## config.mk

```make
export PLATFORM = sky130hd
export DESIGN_NAME = subtract_skip_table_exec
export DESIGN_NICKNAME = d
export VERILOG_FILES = /design/src/subtract_skip_pkg.sv /design/src/sub_flag_adder.sv /design/src/subtract_skip_table_exec.sv
export VERILOG_INCLUDE_DIRS = /design/src
export SDC_FILE = /design/constraint.sdc
export NUM_CORES = 2
export LEC_CHECK = 0
export ABC_CLOCK_PERIOD_IN_PS = 21000
export BUFFER_PORTS_ARGS = -buffer_cell sky130_fd_sc_hd__buf_2
export CAP_MARGIN = 0
export CORE_ASPECT_RATIO = 1.25
export CORE_UTILIZATION = 25
export DETAILED_ROUTE_END_ITERATION = 8
export PLACE_DENSITY = 0.45
export SLEW_MARGIN = 0
export SYNTH_ARGS = -nofsm -noshare
export SYNTH_HDL_FRONTEND = slang
export SYNTH_SLANG_ARGS = --single-unit
```

## constraint.sdc

```tcl
create_clock -name clock -period 21 [get_ports clock]
set_input_delay 2.1 -clock clock [delete_from_list [all_inputs] [get_ports clock]]
set_output_delay 2.1 -clock clock [all_outputs]
set_load 0.03 [all_outputs]
```

## src/subtract_skip_cfg.svh

```systemverilog
// Purpose: constants of the subtract, skip and table read execution unit
// Assumes: one 100 MHz clock, one instruction cycle per clock
// Notes:   register offsets are byte addresses on the plain register port
`ifndef SUBTRACT_SKIP_CFG_SVH
`define SUBTRACT_SKIP_CFG_SVH

// ==========================================================
// register port map
`define REG_ACC_OFS      8'h00
`define REG_STATUS_OFS   8'h01
`define REG_TABLE_POINTER_OFS     8'h02
`define REG_TABLE_HIGH_LATCH_OFS     8'h03
`define REG_MEM_BASE     8'h20

// ==========================================================
// status register fields
`define STATUS_C_BIT     0
`define STATUS_AC_BIT    1
`define STATUS_Z_BIT     2
`define STATUS_OV_BIT    3

// ==========================================================
// reset values and constants
`define ACC_RST          8'h00
`define TABLE_POINTER_RST         8'h00
`define TABLE_HIGH_LATCH_RST         8'h00
`define BYTE_ONES        8'hff
`define BYTE_ONE         8'h01
`define BYTE_ZERO        8'h00

`endif

```

## src/subtract_skip_pkg.sv

```systemverilog
// Purpose: types shared by the execution unit and its users
// Assumes: opcodes arrive already decoded from the fetch stage
// Notes:   only the operations this unit executes are listed
package subtract_skip_pkg;

  // decoded operations handled here
  typedef enum logic [4:0] {
    op_none,
    borrow_minus_into_accumulator,
    borrow_minus_into_memory,
    minus_from_accumulator,
    minus_into_memory,
    minus_immediate,
    decrement_skip_when_zero,
    decrement_to_accumulator_skip,
    increment_skip_when_zero,
    increment_to_accumulator_skip,
    byte_set_all,
    bit_set_one,
    skip_when_bit_set,
    skip_when_bit_clear,
    skip_when_zero,
    copy_skip_when_zero,
    nibble_exchange,
    nibble_exchange_to_accumulator,
    table_read_current_page,
    table_read_last_page
  } op_e;

  // one decoded instruction
  typedef struct packed {
    op_e        op;
    logic [7:0] addr;
    logic [2:0] bit_sel;
    logic [7:0] imm;
  } instr_s;

  // arithmetic status flags
  typedef struct packed {
    logic signed_wrap_flag;
    logic zero_flag;
    logic nibble_carry_flag;
    logic carry_flag;
  } flags_s;

endpackage

```

## src/sub_flag_adder.sv

```systemverilog
// Purpose: eight bit a + ~b + cin with the four subtraction flags
// Assumes: cin is one for plain subtraction, carry for borrow forms
// Notes:   purely combinational
`include "subtract_skip_cfg.svh"
`timescale 1ns/10ps
module sub_flag_adder (
  input  wire logic [7:0]                   a,
  input  wire logic [7:0]                   b,
  input  wire logic                         cin,
  output logic [7:0]                        sum,
  output subtract_skip_pkg::flags_s         flags
);
  logic [4:0] low_sum;
  logic [4:0] high_sum;
  logic [7:0] nb;

  // nibble-wise add so the carry out of bit three is visible
  always_comb begin
    nb       = ~b;
    low_sum  = {1'b0, a[3:0]} + {1'b0, nb[3:0]} + {4'b0000, cin};
    high_sum = {1'b0, a[7:4]} + {1'b0, nb[7:4]} + {4'b0000, low_sum[4]};
    sum      = {high_sum[3:0], low_sum[3:0]};
    // carry set means no borrow; signed wrap when like signs give unlike
    flags.carry_flag        = high_sum[4];
    flags.nibble_carry_flag = low_sum[4];
    flags.zero_flag         = (sum == `BYTE_ZERO);
    flags.signed_wrap_flag  = (a[7] == nb[7]) && (sum[7] != a[7]);
  end
endmodule

```

## src/subtract_skip_table_exec.sv

```systemverilog
// Purpose: executes subtract, skip, set, swap and table read instructions
// Assumes: one instruction offered per cycle while ready_q is high
// Notes:   data memory lives here; program memory answers in the read cycle
//
// The address-and-strobe port and the register offsets were chosen for this implementation.
`include "subtract_skip_cfg.svh"
`timescale 1ns/10ps
module subtract_skip_table_exec #(
  parameter int MEM_DEPTH = 224,
  parameter int PAGE_BITS = 5
) (
  input  wire logic                         clock,
  input  wire logic                         nrst,
  // decoded instruction from fetch
  input  wire logic                         instr_valid,
  input  wire subtract_skip_pkg::instr_s    instr,
  input  wire logic [PAGE_BITS-1:0]         current_page,
  output logic                              ready_q,
  output logic                              skip_q,
  // program memory for table reads
  output logic                              prog_rd_q,
  output logic [PAGE_BITS+7:0]              prog_addr_q,
  input  wire logic [15:0]                  prog_word,
  // core state seen by the rest of the core
  output logic [7:0]                        acc_q,
  output subtract_skip_pkg::flags_s         flags_q,
  output logic [7:0]                        table_high_latch_q,
  // register port
  input  wire logic [7:0]                   reg_addr,
  input  wire logic [7:0]                   reg_wdata,
  input  wire logic                         reg_wr,
  input  wire logic                         reg_rd,
  output logic [7:0]                        reg_rdata_q
);

  // ==========================================================
  // state and storage
  typedef enum logic [1:0] {
    st_run,
    st_dummy,
    st_table
  } state_e;

  state_e     state_q;
  logic [7:0] mem_q [MEM_DEPTH];
  logic [7:0] table_pointer_q;
  logic [7:0] tbl_dest_q;

  // ==========================================================
  // operand fetch and arithmetic
  logic                       take;
  logic [7:0]                 m_val;
  logic [7:0]                 m_idx;
  logic                       m_hit;
  logic [7:0]                 sub_b;
  logic                       sub_cin;
  logic [7:0]                 sub_sum;
  subtract_skip_pkg::flags_s  sub_flags;
  logic [7:0]                 dec_val;
  logic [7:0]                 inc_val;
  logic [7:0]                 swap_val;
  logic                       bit_val;

  assign take = instr_valid && ready_q;

  // map an instruction address onto the data memory; outside reads zero
  always_comb begin
    m_idx = instr.addr - `REG_MEM_BASE;
    m_hit = (instr.addr >= `REG_MEM_BASE) && (int'(m_idx) < MEM_DEPTH);
    m_val = m_hit ? mem_q[m_idx] : `BYTE_ZERO;
  end

  // one shared subtractor; immediate form swaps the operand source
  always_comb begin
    sub_b   = (instr.op == subtract_skip_pkg::minus_immediate) ? instr.imm : m_val;
    sub_cin = 1'b1;
    if (instr.op == subtract_skip_pkg::borrow_minus_into_memory ||
        instr.op == subtract_skip_pkg::borrow_minus_into_accumulator) begin
      sub_cin = flags_q.carry_flag;
    end
  end

  sub_flag_adder u_sub (
    .a     (acc_q),
    .b     (sub_b),
    .cin   (sub_cin),
    .sum   (sub_sum),
    .flags (sub_flags)
  );

  // plain one-step values; these never touch the flags
  always_comb begin
    dec_val  = m_val - `BYTE_ONE;
    inc_val  = m_val + `BYTE_ONE;
    swap_val = {m_val[3:0], m_val[7:4]};
    bit_val  = m_val[instr.bit_sel];
  end

  // ==========================================================
  // per-operation results
  logic       mem_we;
  logic [7:0] mem_wd;
  logic       acc_we;
  logic [7:0] acc_wd;
  logic       flags_we;
  logic       skip_cond;
  logic       table_op;

  always_comb begin
    mem_we    = 1'b0;
    mem_wd    = m_val;
    acc_we    = 1'b0;
    acc_wd    = acc_q;
    flags_we  = 1'b0;
    skip_cond = 1'b0;
    table_op  = 1'b0;
    case (instr.op)
      subtract_skip_pkg::borrow_minus_into_accumulator,
      subtract_skip_pkg::minus_from_accumulator,
      subtract_skip_pkg::minus_immediate: begin
        acc_we   = 1'b1;
        acc_wd   = sub_sum;
        flags_we = 1'b1;
      end
      subtract_skip_pkg::borrow_minus_into_memory,
      subtract_skip_pkg::minus_into_memory: begin
        mem_we   = 1'b1;
        mem_wd   = sub_sum;
        flags_we = 1'b1;
      end
      subtract_skip_pkg::decrement_skip_when_zero: begin
        mem_we    = 1'b1;
        mem_wd    = dec_val;
        skip_cond = (dec_val == `BYTE_ZERO);
      end
      subtract_skip_pkg::decrement_to_accumulator_skip: begin
        acc_we    = 1'b1;
        acc_wd    = dec_val;
        skip_cond = (dec_val == `BYTE_ZERO);
      end
      subtract_skip_pkg::increment_skip_when_zero: begin
        mem_we    = 1'b1;
        mem_wd    = inc_val;
        skip_cond = (inc_val == `BYTE_ZERO);
      end
      subtract_skip_pkg::increment_to_accumulator_skip: begin
        acc_we    = 1'b1;
        acc_wd    = inc_val;
        skip_cond = (inc_val == `BYTE_ZERO);
      end
      subtract_skip_pkg::byte_set_all: begin
        mem_we = 1'b1;
        mem_wd = `BYTE_ONES;
      end
      subtract_skip_pkg::bit_set_one: begin
        mem_we                 = 1'b1;
        mem_wd[instr.bit_sel]  = 1'b1;
      end
      subtract_skip_pkg::skip_when_bit_set: begin
        skip_cond = bit_val;
      end
      subtract_skip_pkg::skip_when_bit_clear: begin
        skip_cond = !bit_val;
      end
      subtract_skip_pkg::skip_when_zero: begin
        skip_cond = (m_val == `BYTE_ZERO);
      end
      subtract_skip_pkg::copy_skip_when_zero: begin
        acc_we    = 1'b1;
        acc_wd    = m_val;
        skip_cond = (m_val == `BYTE_ZERO);
      end
      subtract_skip_pkg::nibble_exchange: begin
        mem_we = 1'b1;
        mem_wd = swap_val;
      end
      subtract_skip_pkg::nibble_exchange_to_accumulator: begin
        acc_we = 1'b1;
        acc_wd = swap_val;
      end
      subtract_skip_pkg::table_read_current_page,
      subtract_skip_pkg::table_read_last_page: begin
        table_op = 1'b1;
      end
      default: begin
        mem_we = 1'b0;
      end
    endcase
  end

  // ==========================================================
  // sequencing: run, dummy after a skip, program fetch for tables
  always_ff @(posedge clock or negedge nrst) begin
    if (!nrst) begin
      state_q <= st_run;
    end else begin
      case (state_q)
        st_run: begin
          if (take && table_op) begin
            state_q <= st_table;
          end else if (take && skip_cond) begin
            state_q <= st_dummy;
          end
        end
        st_dummy: begin
          state_q <= st_run;
        end
        st_table: begin
          state_q <= st_run;
        end
        default: begin
          state_q <= st_run;
        end
      endcase
    end
  end

  // ready drops for exactly the one extra cycle; skip tells fetch to flush
  always_ff @(posedge clock or negedge nrst) begin
    if (!nrst) begin
      ready_q <= 1'b1;
      skip_q  <= 1'b0;
    end else begin
      skip_q  <= take && skip_cond && !table_op;
      ready_q <= !(take && (skip_cond || table_op));
    end
  end

  // program address: pointer inside current or last page
  always_ff @(posedge clock or negedge nrst) begin
    if (!nrst) begin
      prog_rd_q   <= 1'b0;
      prog_addr_q <= '0;
      tbl_dest_q  <= `BYTE_ZERO;
    end else begin
      prog_rd_q <= take && table_op;
      if (take && table_op) begin
        tbl_dest_q <= instr.addr;
        if (instr.op == subtract_skip_pkg::table_read_last_page) begin
          prog_addr_q <= {{PAGE_BITS{1'b1}}, table_pointer_q};
        end else begin
          prog_addr_q <= {current_page, table_pointer_q};
        end
      end
    end
  end

  // ==========================================================
  // accumulator, flags and table latch
  always_ff @(posedge clock or negedge nrst) begin
    if (!nrst) begin
      acc_q <= `ACC_RST;
    end else if (take && acc_we) begin
      acc_q <= acc_wd;
    end else if (reg_wr && reg_addr == `REG_ACC_OFS) begin
      acc_q <= reg_wdata;
    end
  end

  always_ff @(posedge clock or negedge nrst) begin
    if (!nrst) begin
      flags_q <= '0;
    end else if (take && flags_we) begin
      flags_q <= sub_flags;
    end else if (reg_wr && reg_addr == `REG_STATUS_OFS) begin
      flags_q.carry_flag        <= reg_wdata[`STATUS_C_BIT];
      flags_q.nibble_carry_flag <= reg_wdata[`STATUS_AC_BIT];
      flags_q.zero_flag         <= reg_wdata[`STATUS_Z_BIT];
      flags_q.signed_wrap_flag  <= reg_wdata[`STATUS_OV_BIT];
    end
  end

  // high byte lands when the program word is on the bus
  always_ff @(posedge clock or negedge nrst) begin
    if (!nrst) begin
      table_high_latch_q <= `TABLE_HIGH_LATCH_RST;
    end else if (state_q == st_table) begin
      table_high_latch_q <= prog_word[15:8];
    end else if (reg_wr && reg_addr == `REG_TABLE_HIGH_LATCH_OFS) begin
      table_high_latch_q <= reg_wdata;
    end
  end

  always_ff @(posedge clock or negedge nrst) begin
    if (!nrst) begin
      table_pointer_q <= `TABLE_POINTER_RST;
    end else if (reg_wr && reg_addr == `REG_TABLE_POINTER_OFS) begin
      table_pointer_q <= reg_wdata;
    end
  end

  // ==========================================================
  // data memory: execution and table write win over the register port
  logic [7:0] tbl_idx;
  logic [7:0] bus_idx;
  logic       tbl_hit;
  logic       bus_hit;

  always_comb begin
    tbl_idx = tbl_dest_q - `REG_MEM_BASE;
    bus_idx = reg_addr - `REG_MEM_BASE;
    tbl_hit = (tbl_dest_q >= `REG_MEM_BASE) && (int'(tbl_idx) < MEM_DEPTH);
    bus_hit = (reg_addr >= `REG_MEM_BASE) && (int'(bus_idx) < MEM_DEPTH);
  end

  // no reset: contents are undefined after power-up, as for any ram
  always_ff @(posedge clock) begin
    if (state_q == st_table && tbl_hit) begin
      mem_q[tbl_idx] <= prog_word[7:0];
    end else if (take && mem_we && m_hit) begin
      mem_q[m_idx] <= mem_wd;
    end else if (reg_wr && bus_hit) begin
      mem_q[bus_idx] <= reg_wdata;
    end
  end

  // ==========================================================
  // register port read, one cycle after the strobe
  always_ff @(posedge clock or negedge nrst) begin
    if (!nrst) begin
      reg_rdata_q <= `BYTE_ZERO;
    end else if (reg_rd) begin
      reg_rdata_q <= `BYTE_ZERO;
      if (reg_addr == `REG_ACC_OFS) begin
        reg_rdata_q <= acc_q;
      end else if (reg_addr == `REG_STATUS_OFS) begin
        reg_rdata_q <= {4'h0, flags_q.signed_wrap_flag, flags_q.zero_flag,
                        flags_q.nibble_carry_flag, flags_q.carry_flag};
      end else if (reg_addr == `REG_TABLE_POINTER_OFS) begin
        reg_rdata_q <= table_pointer_q;
      end else if (reg_addr == `REG_TABLE_HIGH_LATCH_OFS) begin
        reg_rdata_q <= table_high_latch_q;
      end else if (bus_hit) begin
        reg_rdata_q <= mem_q[bus_idx];
      end
    end else begin
      reg_rdata_q <= `BYTE_ZERO;
    end
  end

endmodule

```

==> summary.txt <==
STA
  – Setup Total Neg Slack: 0 ns
  – Minimum clock period: 10.62 ns
  – Final Max Tran Viols: 0
  – RSZ-0062 raised after global routing: false
  – Worst-Margin Slew: 1.44 ns
  – Fmax: 94.2 MHz
  – Final Skew: 0.0683 ns
  – Fin crit share: 0.506
  – Setup violators final: 0
  – Slew HR: 0.0407
  – Fin. Hold Viols: 0

Synthesis
  – Number of synthesized flops with an enable pin: 1792
  – Largest family of logic cells by synthesized area: multiplexers
  – Seq/Total Area, Yosys: 0.620
  – Synth async-reset ratio: 0.0334
  – Ys flop type: edfxtp_1
  – Area leader, netlist: edfxtp_1
  – Mapped Nets: 4877
  – Mux share of post-synthesis cell area: 0.271
  – Count leader, synth: edfxtp_1
  – Post-synthesis xor/xnor area fraction: 0.00186
  – Netlist cell types: 99
  – Synth Area in Compound Gates: 0.0441
  – Post-synthesis simple-gate area fraction: 0.0356
  – Post-Syn Instances: 4791
  – Adder-cell share of the synthesized area: 0.00314
  – Synthesized area per cell: 18.6 sq um
  – Mapped Area: 89300 sq um
  – Seq cells post-synth: 1854
  – Warning count from the yosys run: 0
  – Leading post-synthesis cells by cell area: edfxtp_1 (60%), mux4_2 (23%), mux2i_1 (3.0%)
  – Synth cell count leaders: edfxtp_1 (1792), mux4_2 (906), nor2_1 (301)
  – Share of the synthesized area in the top cell type: 0.602

Critical path
  – Maximum net fanout on the critical path: 80
  – Critical Path Max Stage Delay: 0.86 ns
  – Worst Path Required: 21.56 ns
  – R2R cell count: 22
  – FF-to-FF End: mem_q[63][6]$_DFFE_PP_
  – Crit end category: flip-flop
  – Worst Path Buf+Inv: 8
  – FF-to-FF setup slack: 13.07 ns
  – Worst EP arrival: 11.18 ns
  – Reg2Reg Launch Point: mem_q[27][1]$_DFFE_PP_
  – Crit path to: mem_q[63][6]$_DFFE_PP_
  – Crit-path slowest cell: a2111oi_1
  – CP Launch Point: instr[14]
  – CP startpoint kind: input port
  – WS Path Type: input port to flip-flop
  – Critical Path Stages: 26
  – CP top delay family: buffers and inverters
  – CP dominant cell by count: buf_4

Floorplanning
  – Initial Util: 0.251
  – Die area: 360000 sq um
  – Die height: 670 um
  – Core region area: 356000 sq um
  – I/O pins: 110
  – Rows: 245
  – Die width: 537 um

Placed design
  – Detail Placement HPWL: 222000 um
  – RePlAce Congestion: 0.877
  – PortBufs: 109
  – Placed cell areas: 96400 sq um

Global routing
  – Vias in the first global route: 53700
  – Total Routing Usage GR: 0.188
  – Gr ovfl total: 0
  – First-pass GRT wire length: 469000 um
  – Antenna violations before repair: 17
  – Largest net degree at the start of global routing: 225

CTS
  – Hold_buf cts: 0
  – Postcts setup bufs: 0
  – Clock Latency Late Sink: 0.89 ns
  – CTS tree: done
  – Clk sinks: 1854
  – Clock transition at the registers of the reported paths: 0.06 ns
  – H-tree depth: 4
  – Clock tree buffer depth: 4
  – Post-CTS sizing: 0
  – Root Buffer: clkbuf_16
  – Clock buffer count from CTS: 193

Power
  – Peak VDD IR: 0.0669 mV
  – Pleak: 32.2 nW
  – Switching power: 2.40 mW
  – Logic pwr share: 0.134
  – Clock share of power: 0.400
  – Switching Fraction: 0.265
  – Int Power: 6.67 mW
  – Power density cells: 88.2 nW/um^2
  – Flop pwr share: 0.466

Routing
  – First DRT Iteration DRCs: 5639
  – Drt pass-1 iters: 6
  – Vias/cell: 5.38
  – WL/cell: 35.0 um
  – Post-route DRC violation count: 0
  – DRT antenna net count: 0
  – Post-Route WL: 345000 um
  – Vias: 53100

Outcome
  – Status: finished clean

Cells and area
  – Final #Nets: 5089
  – Share of layout cells above drive strength 1: 0.333
  – Finished Cell Area: 103000 sq um
  – Fillers: 34800
  – Synth-to-layout area growth: 15.1%

Hold path
  – Worst hold-check path type: flip-flop to flip-flop

Run
  – Max-cap violations: 0
-- through the flow --
| stage | hold slack [ns] | utilization | power [mW] | setup WS [ns] | instances |
|---|---|---|---|---|---|
| 2_1_floorplan | 0.473 | - | 5.06 | 3.27 | 4791 |
| 3_3_place_gp | 0.486 | 0.271 | 5.51 | 9.48 | 9500 |
| 3_5_place_dp | 0.483 | 0.271 | 5.51 | 9.53 | 9501 |
| 4_1_cts | 0.496 | 0.289 | 9.13 | 10.46 | 9843 |
| 5_1_grt | 0.524 | 0.289 | 9.30 | 10.06 | 9846 |
| 6_report | 0.493 | 0.289 | 9.07 | 10.38 | 9857 |
-- sequential cells by signal, summed over array words and instances, names as in the netlist --
register / cells
ready_q: 1
prog_rd_q: 1
table_pointer_q: 8
reg_rdata_q: 8
prog_addr_q: 13
tbl_dest_q: 8
table_high_latch_q: 8
flags_q: 4
state_q: 2
acc_q: 8
mem_q: 1792
skip_q: 1
-- cell type report --
| class | count | area (sq um) | area share |
|---|---|---|---|
| clock inverters | 121 | 1430 | 0.0139 |
| multi-input cells | 2522 | 32000 | 0.312 |
| inverters | 28 | 105 | 0.00102 |
| clock buffers | 221 | 4990 | 0.0485 |
| flip-flops and latches | 1854 | 55400 | 0.538 |
| well taps | 4693 | 5870 | 0.0571 |
| repair buffers | 404 | 2980 | 0.0290 |
| diodes | 14 | 35.0 | 0.000341 |
-- power groups by stage --
stage | combinational, mW | clock, mW | sequential (mW)
6_report | 1.21 | 3.63 | 4.23
5_1_grt | 1.26 | 3.81 | 4.23
4_1_cts | 1.21 | 3.70 | 4.22
3_5_place_dp | 1.21 | 0 | 4.30
3_3_place_gp | 1.21 | 0 | 4.30
2_1_floorplan | 0.657 | 0 | 4.40
-- placed cells by master, fill, tap and decap left out, drive strengths merged, types with 17 or more instances in the layout --
cell / count
dfrtp: 61
o22ai: 59
a22oi: 51
buf: 404
nand2: 169
a221oi: 21
nand3: 44
nor2b: 33
nand4: 24
o22a: 17
mux2i: 267
bufinv: 32
a211oi: 21
clkbuf: 221
nor3: 29
nor2: 301
edfxtp: 1792
a22o: 35
inv: 33
a21oi: 73
mux2: 60
a2111oi: 35
mux4: 924
o221ai: 28
clkinv: 73
o21ai: 75
-- worst min path at each step --
stage	depth (start not counted)	slack, ns	endpoint	start
after global routing	1	0.52	state_q[0]$_DFFE_PN0P_	state_q[1]$_DFFE_PN0P_
after detailed placement	1	0.48	state_q[0]$_DFFE_PN0P_	state_q[1]$_DFFE_PN0P_
after CTS	1	0.50	state_q[0]$_DFFE_PN0P_	state_q[1]$_DFFE_PN0P_
after floorplan	1	0.47	state_q[0]$_DFFE_PN0P_	state_q[1]$_DFFE_PN0P_
final	1	0.49	state_q[0]$_DFFE_PN0P_	state_q[1]$_DFFE_PN0P_
after global placement	1	0.49	state_q[0]$_DFFE_PN0P_	state_q[1]$_DFFE_PN0P_
-- kinds of logic (layout without fill, tap and decap cells) --
kind of cell	Yosys count	count (layout)
compound gates	537	537
xor+xnor	19	19
fa+ha+maj	20	20
buf+inv	415	774
flops	1854	1854
mux	1251	1251
other cells	0	14
simple gates	695	695
-- per-layer routing --
layer  GRT usage  wire [um]  vias to the layer above
met4      0.0966      20100                        8
li1            -          -                    20900
met5           0         54                        -
met1       0.234     132000                    29100
met3      0.0288      22500                      615
met2       0.317     169000                     2489
Power figures use the tool's default switching activity.
